[src/mon_pkg.sv]
// Shared constants for the monitor command decoder and its controller.
package mon_pkg;
  // ----------------------------------------
  // Message layout
  // ----------------------------------------
  localparam logic [3:0] ops_channel_class = 4'h0;
  localparam logic [3:0] error_indication_class = 4'h1;
  localparam logic [3:0] overhead_bit_class = 4'h2;
  localparam logic [3:0] local_function_class = 4'h8;
  localparam logic [3:0] direct_register_class = 4'hc;
  localparam logic [2:0] addr_terminating = 3'h0;
  localparam logic [2:0] addr_broadcast = 3'h7;
  localparam int msg_bits = 16;
  localparam logic [3:0] bit_cnt_last = 4'hf;
  // ----------------------------------------
  // Operations-channel codes and the local full-loopback code
  // ----------------------------------------
  localparam logic [7:0] hold_code = 8'h00;
  localparam logic [7:0] full_loopback_code = 8'h50;
  localparam logic [7:0] first_channel_loopback_code = 8'h51;
  localparam logic [7:0] second_channel_loopback_code = 8'h52;
  localparam logic [7:0] request_corrupt_crc_code = 8'h53;
  localparam logic [7:0] notify_corrupt_crc_code = 8'h54;
  localparam logic [7:0] unable_to_comply_code = 8'haa;
  localparam logic [7:0] return_to_normal_code = 8'hff;
  localparam logic [7:0] local_full_loopback_code = 8'h50;
  // ----------------------------------------
  // Controller APB register map
  // ----------------------------------------
  localparam logic [7:0] reg_cmd = 8'h00;
  localparam logic [7:0] reg_status = 8'h04;
  localparam logic [7:0] reg_reply = 8'h08;
  localparam logic [31:0] reset_word = 32'h0000_0000;
endpackage

[src/mon_link_if.sv]
// Serial monitor-channel link between the controller and the device.
`timescale 1ns/1ps
interface mon_link_if;
  logic din;
  logic dout;
  modport device (input din, output dout);
  modport controller (output din, input dout);
endinterface

[src/mon_shift.sv]
// Sixteen-bit serial framer: start bit low, then sixteen bits MSB first, idle high.
`timescale 1ns/1ps
module mon_shift (
  // Clock and reset
  input wire logic core_clk_in,
  input wire logic reset_in,
  // Transmit side
  input wire logic tx_valid_in,
  input wire logic [15:0] tx_word_in,
  output logic tx_ready_out,
  output logic ser_out,
  // Receive side
  input wire logic ser_in,
  output logic rx_valid_out,
  output logic [15:0] rx_word_out
);
  logic s1_q;
  logic s2_q;
  logic tx_busy_q;
  logic [4:0] tx_cnt_q;
  logic [16:0] tx_sh_q;
  logic rx_busy_q;
  logic [3:0] rx_cnt_q;
  logic [15:0] rx_sh_q;

  assign tx_ready_out = !tx_busy_q;
  assign ser_out = tx_busy_q ? tx_sh_q[16] : 1'b1;

  always_ff @(posedge core_clk_in) begin
    if (reset_in) begin
      tx_busy_q <= 1'b0;
      tx_cnt_q <= 5'h00;
      tx_sh_q <= 17'h1ffff;
    end else if (!tx_busy_q && tx_valid_in) begin
      tx_busy_q <= 1'b1;
      tx_cnt_q <= 5'h10;
      tx_sh_q <= {1'b0, tx_word_in};
    end else if (tx_busy_q) begin
      tx_sh_q <= {tx_sh_q[15:0], 1'b1};
      tx_cnt_q <= tx_cnt_q - 5'h01;
      if (tx_cnt_q == 5'h00) begin
        tx_busy_q <= 1'b0;
      end
    end
  end

  always_ff @(posedge core_clk_in) begin
    if (reset_in) begin
      s1_q <= 1'b1;
      s2_q <= 1'b1;
    end else begin
      s1_q <= ser_in;
      s2_q <= s1_q;
    end
  end

  always_ff @(posedge core_clk_in) begin
    if (reset_in) begin
      rx_busy_q <= 1'b0;
      rx_cnt_q <= 4'h0;
      rx_sh_q <= 16'h0000;
      rx_valid_out <= 1'b0;
      rx_word_out <= 16'h0000;
    end else begin
      rx_valid_out <= 1'b0;
      if (!rx_busy_q) begin
        if (!s2_q) begin
          rx_busy_q <= 1'b1;
          rx_cnt_q <= 4'h0;
        end
      end else begin
        rx_sh_q <= {rx_sh_q[14:0], s2_q};
        rx_cnt_q <= rx_cnt_q + 4'h1;
        if (rx_cnt_q == mon_pkg::bit_cnt_last) begin
          rx_busy_q <= 1'b0;
          rx_valid_out <= 1'b1;
          rx_word_out <= {rx_sh_q[14:0], s2_q};
        end
      end
    end
  end
endmodule

[src/mon_device.sv]
// Device end: decodes monitor commands, applies operations-channel functions, replies.
//
// Contract
// - Registers reached only by two-byte monitor commands.
// - First nibble selects the message class.
// - Direct register commands answered before all others.
// - Nibble 0000, address, data flag, code.
// - Commands only set internal channel registers.
// - Sent once; device keeps the code latched.
// - Commands on input pin, confirmations on output.
// - Channel replies outrank overhead and local messages.
// - Exactly eight channel codes decoded distinctly.
// - Hold code changes no state.
// - Hold reply for bad address or data flag.
// - Full loopback waits for loopback done or local loopback command.
// - First-channel code loops first bearer channel.
// - Second-channel code loops second bearer channel.
// - Request-corrupt sends inverted CRC, stops far counter.
// - Notify-corrupt stops near counters, holds errors.
// - Undefined code answered with unable-to-comply.
// - Return-to-normal releases all, resets to FF.
// - Valid command acknowledged by unchanged echo.
`timescale 1ns/1ps
module mon_device (
  // Clock and reset
  input wire logic core_clk_in,
  input wire logic reset_in,
  // Monitor link
  mon_link_if.device link,
  // Messages waiting from other classes
  input wire logic reg_reply_req_in,
  input wire logic [15:0] reg_reply_in,
  input wire logic ovh_req_in,
  input wire logic [15:0] ovh_msg_in,
  input wire logic loc_req_in,
  input wire logic [15:0] loc_msg_in,
  output logic reg_reply_ack_out,
  output logic ovh_ack_out,
  output logic loc_ack_out,
  // Decoded commands for other classes
  output logic reg_cmd_out,
  output logic ovh_cmd_out,
  output logic loc_cmd_out,
  output logic [15:0] cmd_word_out,
  // Channel function state
  input wire logic loopback_done_in,
  output logic [7:0] ops_code_out,
  output logic loop_request_indication_out,
  output logic alternate_loop_indication_out,
  output logic full_loop_out,
  output logic first_loop_out,
  output logic second_loop_out,
  output logic crc_invert_out,
  output logic far_counter_stop_out,
  output logic near_counter_stop_out,
  output logic error_hold_out,
  input wire logic transparent_in
);
  logic rx_valid;
  logic [15:0] rx_word;
  logic tx_ready;
  logic tx_valid;
  logic [15:0] tx_word;
  logic ops_pend_q;
  logic [15:0] ops_reply_q;
  logic full_wait_q;
  logic [3:0] cls;
  logic addr_ok;
  logic [7:0] code;
  logic defined;

  mon_shift u_shift (
    .core_clk_in(core_clk_in),
    .reset_in(reset_in),
    .tx_valid_in(tx_valid),
    .tx_word_in(tx_word),
    .tx_ready_out(tx_ready),
    .ser_out(link.dout),
    .ser_in(link.din),
    .rx_valid_out(rx_valid),
    .rx_word_out(rx_word)
  );

  // ----------------------------------------
  // Decode
  // ----------------------------------------
  assign cls = rx_word[15:12];
  assign addr_ok = (rx_word[11:9] == mon_pkg::addr_terminating || rx_word[11:9] == mon_pkg::addr_broadcast)
    && rx_word[8];
  assign code = rx_word[7:0];
  always_comb begin
    unique case (code)
      mon_pkg::hold_code, mon_pkg::full_loopback_code, mon_pkg::first_channel_loopback_code,
      mon_pkg::second_channel_loopback_code, mon_pkg::request_corrupt_crc_code,
      mon_pkg::notify_corrupt_crc_code, mon_pkg::unable_to_comply_code,
      mon_pkg::return_to_normal_code: defined = 1'b1;
      default: defined = 1'b0;
    endcase
  end

  always_ff @(posedge core_clk_in) begin
    if (reset_in) begin
      reg_cmd_out <= 1'b0;
      ovh_cmd_out <= 1'b0;
      loc_cmd_out <= 1'b0;
      cmd_word_out <= 16'h0000;
    end else begin
      reg_cmd_out <= rx_valid && cls == mon_pkg::direct_register_class;
      ovh_cmd_out <= rx_valid && cls == mon_pkg::overhead_bit_class;
      loc_cmd_out <= rx_valid && cls == mon_pkg::local_function_class;
      if (rx_valid) begin
        cmd_word_out <= rx_word;
      end
    end
  end

  // ----------------------------------------
  // Channel function registers
  // ----------------------------------------
  always_ff @(posedge core_clk_in) begin
    if (reset_in) begin
      ops_code_out <= mon_pkg::return_to_normal_code;
      full_wait_q <= 1'b0;
      full_loop_out <= 1'b0;
      first_loop_out <= 1'b0;
      second_loop_out <= 1'b0;
      crc_invert_out <= 1'b0;
      far_counter_stop_out <= 1'b0;
      near_counter_stop_out <= 1'b0;
      error_hold_out <= 1'b0;
      loop_request_indication_out <= 1'b0;
      alternate_loop_indication_out <= 1'b0;
    end else begin
      loop_request_indication_out <= 1'b0;
      alternate_loop_indication_out <= 1'b0;
      if (full_wait_q && (loopback_done_in || (loc_cmd_out && cmd_word_out[7:0] ==
          mon_pkg::local_full_loopback_code))) begin
        full_wait_q <= 1'b0;
        full_loop_out <= 1'b1;
      end
      if (rx_valid && cls == mon_pkg::ops_channel_class && addr_ok && defined) begin
        if (code != mon_pkg::hold_code && code != mon_pkg::unable_to_comply_code) begin
          ops_code_out <= code;
        end
        unique case (code)
          mon_pkg::full_loopback_code: begin
            full_wait_q <= 1'b1;
            loop_request_indication_out <= transparent_in;
            alternate_loop_indication_out <= !transparent_in;
          end
          mon_pkg::first_channel_loopback_code: first_loop_out <= 1'b1;
          mon_pkg::second_channel_loopback_code: second_loop_out <= 1'b1;
          mon_pkg::request_corrupt_crc_code: begin
            crc_invert_out <= 1'b1;
            far_counter_stop_out <= 1'b1;
            error_hold_out <= 1'b1;
          end
          mon_pkg::notify_corrupt_crc_code: begin
            near_counter_stop_out <= 1'b1;
            error_hold_out <= 1'b1;
          end
          mon_pkg::return_to_normal_code: begin
            full_wait_q <= 1'b0;
            full_loop_out <= 1'b0;
            first_loop_out <= 1'b0;
            second_loop_out <= 1'b0;
            crc_invert_out <= 1'b0;
            far_counter_stop_out <= 1'b0;
            near_counter_stop_out <= 1'b0;
            error_hold_out <= 1'b0;
          end
          default: begin
          end
        endcase
      end
    end
  end

  // ----------------------------------------
  // Channel reply
  // ----------------------------------------
  always_ff @(posedge core_clk_in) begin
    if (reset_in) begin
      ops_pend_q <= 1'b0;
      ops_reply_q <= 16'h0000;
    end else if (rx_valid && cls == mon_pkg::ops_channel_class) begin
      ops_pend_q <= 1'b1;
      if (!addr_ok) begin
        ops_reply_q <= {rx_word[15:8], mon_pkg::hold_code};
      end else if (!defined) begin
        ops_reply_q <= {rx_word[15:8], mon_pkg::unable_to_comply_code};
      end else begin
        ops_reply_q <= rx_word;
      end
    end else if (tx_ready && !reg_reply_req_in) begin
      ops_pend_q <= 1'b0;
    end
  end

  // ----------------------------------------
  // Reply priority
  // ----------------------------------------
  always_comb begin
    reg_reply_ack_out = 1'b0;
    ovh_ack_out = 1'b0;
    loc_ack_out = 1'b0;
    tx_valid = 1'b0;
    tx_word = 16'h0000;
    if (reg_reply_req_in) begin
      tx_valid = 1'b1;
      tx_word = reg_reply_in;
      reg_reply_ack_out = tx_ready;
    end else if (ops_pend_q) begin
      tx_valid = 1'b1;
      tx_word = ops_reply_q;
    end else if (ovh_req_in) begin
      tx_valid = 1'b1;
      tx_word = ovh_msg_in;
      ovh_ack_out = tx_ready;
    end else if (loc_req_in) begin
      tx_valid = 1'b1;
      tx_word = loc_msg_in;
      loc_ack_out = tx_ready;
    end
  end
endmodule

[src/flat_wrapper.sv]
// flat-port wrapper written by rule: the top's interface ports become plain ports
module mon_device_flat 
  (core_clk_in, reset_in, reg_reply_req_in, reg_reply_in, ovh_req_in, ovh_msg_in, loc_req_in, loc_msg_in, reg_reply_ack_out, ovh_ack_out, loc_ack_out, reg_cmd_out, ovh_cmd_out, loc_cmd_out, cmd_word_out, loopback_done_in, ops_code_out, loop_request_indication_out, alternate_loop_indication_out, full_loop_out, first_loop_out, second_loop_out, crc_invert_out, far_counter_stop_out, near_counter_stop_out, error_hold_out, transparent_in, link_din, link_dout);
  mon_link_if link_i ();
  input wire logic core_clk_in;
  input wire logic reset_in;
  input wire logic reg_reply_req_in;
  input wire logic [15:0] reg_reply_in;
  input wire logic ovh_req_in;
  input wire logic [15:0] ovh_msg_in;
  input wire logic loc_req_in;
  input wire logic [15:0] loc_msg_in;
  output logic reg_reply_ack_out;
  output logic ovh_ack_out;
  output logic loc_ack_out;
  output logic reg_cmd_out;
  output logic ovh_cmd_out;
  output logic loc_cmd_out;
  output logic [15:0] cmd_word_out;
  input wire logic loopback_done_in;
  output logic [7:0] ops_code_out;
  output logic loop_request_indication_out;
  output logic alternate_loop_indication_out;
  output logic full_loop_out;
  output logic first_loop_out;
  output logic second_loop_out;
  output logic crc_invert_out;
  output logic far_counter_stop_out;
  output logic near_counter_stop_out;
  output logic error_hold_out;
  input wire logic transparent_in;
  input wire logic [$bits(link_i.din)-1:0] link_din;
  output wire logic [$bits(link_i.dout)-1:0] link_dout;
  assign link_i.din = link_din;
  assign link_dout = link_i.dout;
  mon_device u_core (.core_clk_in(core_clk_in), .reset_in(reset_in), .link(link_i), .reg_reply_req_in(reg_reply_req_in), .reg_reply_in(reg_reply_in), .ovh_req_in(ovh_req_in), .ovh_msg_in(ovh_msg_in), .loc_req_in(loc_req_in), .loc_msg_in(loc_msg_in), .reg_reply_ack_out(reg_reply_ack_out), .ovh_ack_out(ovh_ack_out), .loc_ack_out(loc_ack_out), .reg_cmd_out(reg_cmd_out), .ovh_cmd_out(ovh_cmd_out), .loc_cmd_out(loc_cmd_out), .cmd_word_out(cmd_word_out), .loopback_done_in(loopback_done_in), .ops_code_out(ops_code_out), .loop_request_indication_out(loop_request_indication_out), .alternate_loop_indication_out(alternate_loop_indication_out), .full_loop_out(full_loop_out), .first_loop_out(first_loop_out), .second_loop_out(second_loop_out), .crc_invert_out(crc_invert_out), .far_counter_stop_out(far_counter_stop_out), .near_counter_stop_out(near_counter_stop_out), .error_hold_out(error_hold_out), .transparent_in(transparent_in));
endmodule
[config.mk]
export PLATFORM = sky130hd
export DESIGN_NAME = mon_device_flat
export DESIGN_NICKNAME = d
export VERILOG_FILES = /design/src/mon_pkg.sv /design/src/mon_link_if.sv /design/src/mon_shift.sv /design/src/mon_device.sv /design/src/flat_wrapper.sv
export SDC_FILE = /design/constraint.sdc
export NUM_CORES = 1
export LEC_CHECK = 0
export BUFFER_PORTS_ARGS = -buffer_cell sky130_fd_sc_hd__buf_2
export CORE_MARGIN = 2
export CORE_UTILIZATION = 49
export CTS_CLUSTER_SIZE = 20
export DETAILED_ROUTE_END_ITERATION = 8
export PLACE_DENSITY = 0.75
export REMOVE_ABC_BUFFERS = 1
export SLEW_MARGIN = 25
export SYNTH_ARGS = -nofsm -noshare
export SYNTH_HDL_FRONTEND = slang
export SYNTH_SLANG_ARGS = --single-unit
[constraint.sdc]
create_clock -name core_clk_in -period 1.76 [get_ports core_clk_in]
set_input_delay 0.088 -clock core_clk_in [delete_from_list [all_inputs] [get_ports core_clk_in]]
set_output_delay 0.088 -clock core_clk_in [all_outputs]
set_load 0.005 [all_outputs]
# == Yosys cells after proc, flatten, opt, wreduce, memory -nomap -nowiden ==
# Cells that the tools add are included.
# word_totals
ff_bits,115
latch_bits,0
mem_bits_rw,0
mem_bits_ro,0
input_bits,56
output_inout_bits,40
memories,0
# op_classes
addsub,2
n_mul,0
n_div,0
n_lt_le_gt_ge,0
eq_ne,15
shift,0
muxes,46
bitwise,3
reduce_logical,41
# ops
op,count
two-way mux 16 bit,4
"equality test 8 x 7 -> 1 bit, second input constant",6
two-way mux 17 bit,2
two-way mux 1 bit,28
"equality test 8 bit, second input constant",2
two-way mux 8 bit,2
AND reduction 2 bit,7
nonzero test 2 bit,7
"equality test 4 bit, second input constant",3
logical AND 1 bit,12
case mux 1 bit (2 select lines),6
two-way mux 5 bit,2
logical NOT 8 bit,1
two-way mux 4 bit,2
"!= test 8 bit, second input constant",1
nonzero test 8 bit,1
OR reduction 8 bit,1
OR reduction 2 bit,3
logical NOT 5 bit,1
"subtractor 5 x 1 -> 5 bit, second input constant",1
"adder 4 x 1 -> 4 bit, second input constant",1
"equality test 4 x 2 -> 1 bit, second input constant",1
logical NOT 4 bit,1
"equality test 3 bit, second input constant",1
other kinds (6),11

# == Logic depth before layout (Yosys ltp) ==
# logic_depth
word_depth,7
ltp_mapped,6

# == Cells and area by module ==
# Synthesis repeated with hierarchy kept, for this count alone.
# hier_totals
cells_unflattened,530
hier_area_um2,4978.5
# modules_own_cells
module,instances,cells_per_inst,area_each_um2,seq_area_each_um2
mon_device,1,306,2502.4,1061.0
mon_shift,1,224,2476.1,1241.2

# == Worst setup path before layout ==
# Ideal clock, no wire load.
# synth_timing
path_type,register to register
startpoint,register u_core.u_shift.rx_valid_out
endpoint,register u_core.ops_code_out[0]
setup_time_ns,0.072
arrival_ns,1.746
required_ns,1.688
setup_slack_ns,-0.058
path_stages_with_launch,7
period_less_slack_ns,1.818
cell_sequence,dfxtp_1 -> buf_6 -> or3b_4 -> a211o_1 -> buf_2 -> a311oi_4 -> mux2i_1
# synth_via
elab_chain_cells,4
# synth_rtl
element,line,rtl
from (decl),mon_shift.sv:14,"output logic rx_valid_out,"
from (signal assigned),mon_shift.sv:62,rx_valid_out <= 1'b0;
from (signal assigned),mon_shift.sv:65,rx_valid_out <= 1'b0;
from (signal assigned),mon_shift.sv:76,rx_valid_out <= 1'b1;
logical AND 1 bit (3 in series),mon_device.sv:141,if (rx_valid && cls == mon_pkg::ops_channel_class && addr_ok && defined) begin
AND reduction 2 bit (no line),n/a,
to (signal assigned),mon_device.sv:122,ops_code_out <= mon_pkg::return_to_normal_code;
to (signal assigned),mon_device.sv:143,ops_code_out <= code;
to (decl),mon_device.sv:47,"output logic [7:0] ops_code_out,"
# Every way passes these cells.
# A chain may end at the register's enable or synchronous reset.

# == Worst setup path after layout ==
# layout_timing
startpoint,register u_core.u_shift.rx_word_out[12]
endpoint,register u_core.ops_reply_q[7]
# layout_via
elab_chain_cells,2
# layout_rtl
element,line,rtl
from (decl),mon_shift.sv:15,output logic [15:0] rx_word_out
from (signal assigned),mon_shift.sv:77,"rx_word_out <= {rx_sh_q[14:0], s2_q};"
logical NOT 4 bit,mon_device.sv:186,end else if (rx_valid && cls == mon_pkg::ops_channel_class) begin
logical AND 1 bit,mon_device.sv:186,
to (signal assigned),mon_device.sv:189,"ops_reply_q <= {rx_word[15:8], mon_pkg::hold_code};"
to (signal assigned),mon_device.sv:191,"ops_reply_q <= {rx_word[15:8], mon_pkg::unable_to_comply_code};"
to (signal assigned),mon_device.sv:193,ops_reply_q <= rx_word;
to (decl),mon_device.sv:65,logic [15:0] ops_reply_q;
# Every way passes these cells.

==> impl_metrics.json <==
{
  "startpoint": "u_core.u_shift.rx_word_out[12]",
  "worst_slew_pin_slew_ns": 0.5913,
  "overflow": 0,
  "die_h_um": 103.9,
  "drv_slew": 0,
  "ant_nets": 0,
  "vias_per_cell": 5.261,
  "async_flop_share_pct": 0,
  "worstPathArrival_ns": 2.20,
  "diodes": 0,
  "setup_violations": 0,
  "postSynthAreaPerCell_um2": 9.157,
  "outcome": "complete, no violations",
  "dieArea_um2": 10790,
  "power.leakage_nw": 2.668,
  "final_area_um2": 6424,
  "fin_crit_ns": 1.752,
  "synthCells": 534,
  "clk_latency_ns": 0.51,
  "synth_area_um2": 4890,
  "initial_core_util_pct": 50.26,
  "end_kind": "flip-flop",
  "yosysWarnings": 0,
  "fin_crit_sh_pct": 99.54,
  "route.detailed.drc": 0,
  "routedWlPerCell_um": 13.93,
  "vdd_drop_max_mv": 0.5698,
  "drive_above_1_share_pct": 27.65,
  "via_count": 4219,
  "fin_nets": 716,
  "cts-root-buf": "clkbuf_8",
  "path_max_fanout": 4,
  "place.gp.congestion": 0.8285,
  "ys_types": 54,
  "ctsLongestPathBuffers": 2,
  "antenna_found_initial": 0,
  "drtIter0Drc": 233,
  "p_per_area_nw_per_um2": 999.7,
  "dieWidth_um": 103.9,
  "hold_start": "ovh_msg_in[13]",
  "post-dp-hpwl_mm": 7.722,
  "grt_max_degree": 48,
  "finalHoldViolations": 0,
  "cp-start-kind": "flip-flop",
  "clock_skew_ns": 0.007014,
  "cts_tree": "built",
  "htreeDepth": 4,
  "min_path_type": "input port to flip-flop",
  "first_pass_iters": 7,
  "grt_pass1_wl_mm": 18.92,
  "grt_pass1_vias": 4078,
  "slew_headroom_pct": 60.58,
  "critPathKind": "flip-flop to flip-flop",
  "cp.required_ns": 2.21,
  "numCtsBuffers": 17,
  "r2r-start": "u_core.u_shift.rx_word_out[12]",
  "wirelength_mm": 11.17,
  "clkSinkCount": 115,
  "area_growth_pct": 31.37,
  "ys_seq_area_share_pct": 47.08,
  "clk_pin_slew_ns": 0.05,
  "synth-seq-cells": 115,
  "postPlaceCellArea_um2": 5612,
  "num_rows": 36,
  "ys.flop_type": "dfxtp_1",
  "coreArea_um2": 9729,
  "numPortBuffers": 95,
  "fill_cells": 771,
  "fmax_mhz": 570.8,
  "synth_edf_count": 0,
  "io-pin-count": 96,
  "whs_ns": 0.002560,
  "maxCapViolCount": 0,
  "rsz0062_at_grt": "yes",
  "grt.total_usage_pct": 21.09
}
## per-layer routing
metal | track usage, % | part of all wire (%) | up-vias
li1 | - | - | 2129
met1 | 26.66 | 46 | 1967
met2 | 34.87 | 49 | 113
met3 | 6.015 | 4.7 | 10
met4 | 6.757 | 0.93 | 0
met5 | 0 | 0 | -
## final timing paths
path / depth (start not counted) / to / slack [ns]
max: 5 / u_core.ops_reply_q[7] / 0.008
min: 4 / u_core.u_shift.tx_sh_q[13] / 0.003
max reg2reg: 5 / u_core.ops_reply_q[7] / 0.008
min reg2reg: 1 / u_core.u_shift.s2_q / 0.41
## cell type report
type | count | area [um^2] | share of cell area, %
Clock inverter | 4 | 72.57 | 1.130
Tap cell | 133 | 166.4 | 2.591
Multi-Input combinational cell | 353 | 2361 | 36.75
Clock buffer | 26 | 488.0 | 7.596
Timing Repair Buffer | 145 | 932.1 | 14.51
Sequential cell | 115 | 2306 | 35.90
Inverter | 26 | 97.59 | 1.519
## synth_stat cells (4+ instances only)
library cell / n / share of area (%)
nor2b_1: 8 / 1.0
nor3_1: 10 / 1.0
o21a_1: 5 / 0.77
buf_1: 5 / 0.38
inv_1: 25 / 1.9
nand3_1: 7 / 0.72
mux2_2: 15 / 3.5
and2_1: 6 / 0.77
a221o_1: 16 / 3.3
mux2i_1: 49 / 10
a22oi_1: 5 / 0.77
nor4_1: 8 / 1.0
or3_1: 4 / 0.51
nor2_1: 49 / 3.8
dfxtp_1: 115 / 47
o21ai_0: 20 / 2.0
a21oi_1: 58 / 5.9
clkbuf_1: 32 / 2.5
nand2_1: 46 / 3.5
## sequential cells by signal, indices dropped and copies added, names as in the netlist, 4 cells and up
| name | cells |
|---|---|
| u_core.u_shift.rx_cnt_q | 4 |
| u_core.u_shift.rx_word_out | 16 |
| u_core.u_shift.rx_sh_q | 15 |
| u_core.u_shift.tx_cnt_q | 5 |
| u_core.ops_code_out | 8 |
| u_core.u_shift.tx_sh_q | 17 |
| u_core.ops_reply_q | 16 |
| u_core.cmd_word_out | 16 |
## power breakdown
| part | internal, mW | total [mW] | switching [mW] |
|---|---|---|---|
| logic | 0.260 | 0.508 | 0.248 |
| registers | 2.68 | 2.72 | 0.0437 |
| clock network | 2.14 | 3.19 | 1.05 |
## metrics by stage
stage	setup TNS (ns)	worst slack, ns	util (%)	total power, mW	instances
6_report	0	0.008038	66.02	6.422	802
5_1_grt	-0.1164	-0.04386	66.02	6.667	802
4_1_cts	-0.009258	-0.009258	65.84	6.482	802
3_5_place_dp	-0.3850	-0.08141	57.68	3.242	751
3_3_place_gp	-0.04479	-0.02245	57.68	3.220	751
2_1_floorplan	-10.21	-0.4681	-	3.032	494
## worst max-delay path, cell delays in order (launching register included)
cell and delay (ns):
dfxtp_1 0.31, or3b_4 0.42, buf_4 0.15, a2111oi_2 0.41, o2111a_2 0.31, a21o_1 0.09
## logic make-up after synthesis
group / Yosys count / share of synthesized area, %
AOI/OAI and AO/OA: 126 / 17.12
xor gates and xnor gates: 5 / 0.8958
adders and majority gates: 2 / 0.5117
buffers and inverters: 66 / 5.322
DFF: 115 / 47.08
muxes: 64 / 13.49
and+or+nand+nor: 156 / 15.58
## repair_timing
item,in CTS,in global routing
gates resized for setup,6,9
pin swaps,2,6
buffers inserted,1,2
hold endpoints to repair,17,0
setup endpoints to repair,14,18
hold buffers,20,0
## layout by cell type, fill, tap and decap left out, types with 3 or more instances in the layout
| cell type | count |
|---|---|
| dfxtp_1 | 112 |
| buf_2 | 95 |
| a21oi_1 | 58 |
| nor2_1 | 49 |
| mux2i_1 | 49 |
| nand2_1 | 46 |
| buf_4 | 27 |
| inv_1 | 25 |
| o21ai_0 | 18 |
| dlygate4sd3_1 | 18 |
| a221o_1 | 16 |
| clkbuf_16 | 16 |
| mux2_2 | 15 |
| nor3_1 | 10 |
| nor2b_1 | 8 |
| nand3_1 | 7 |
| nor4_1 | 7 |
| and2_1 | 6 |
| o21a_1 | 5 |
| a22oi_1 | 5 |
| clkbuf_8 | 5 |
| clkbuf_1 | 5 |
| or3_1 | 3 |
| nand2b_1 | 3 |
| a21o_1 | 3 |
| xnor2_1 | 3 |
| buf_6 | 3 |
| dfxtp_2 | 3 |
Note: power is estimated with default switching activity, not from simulation.
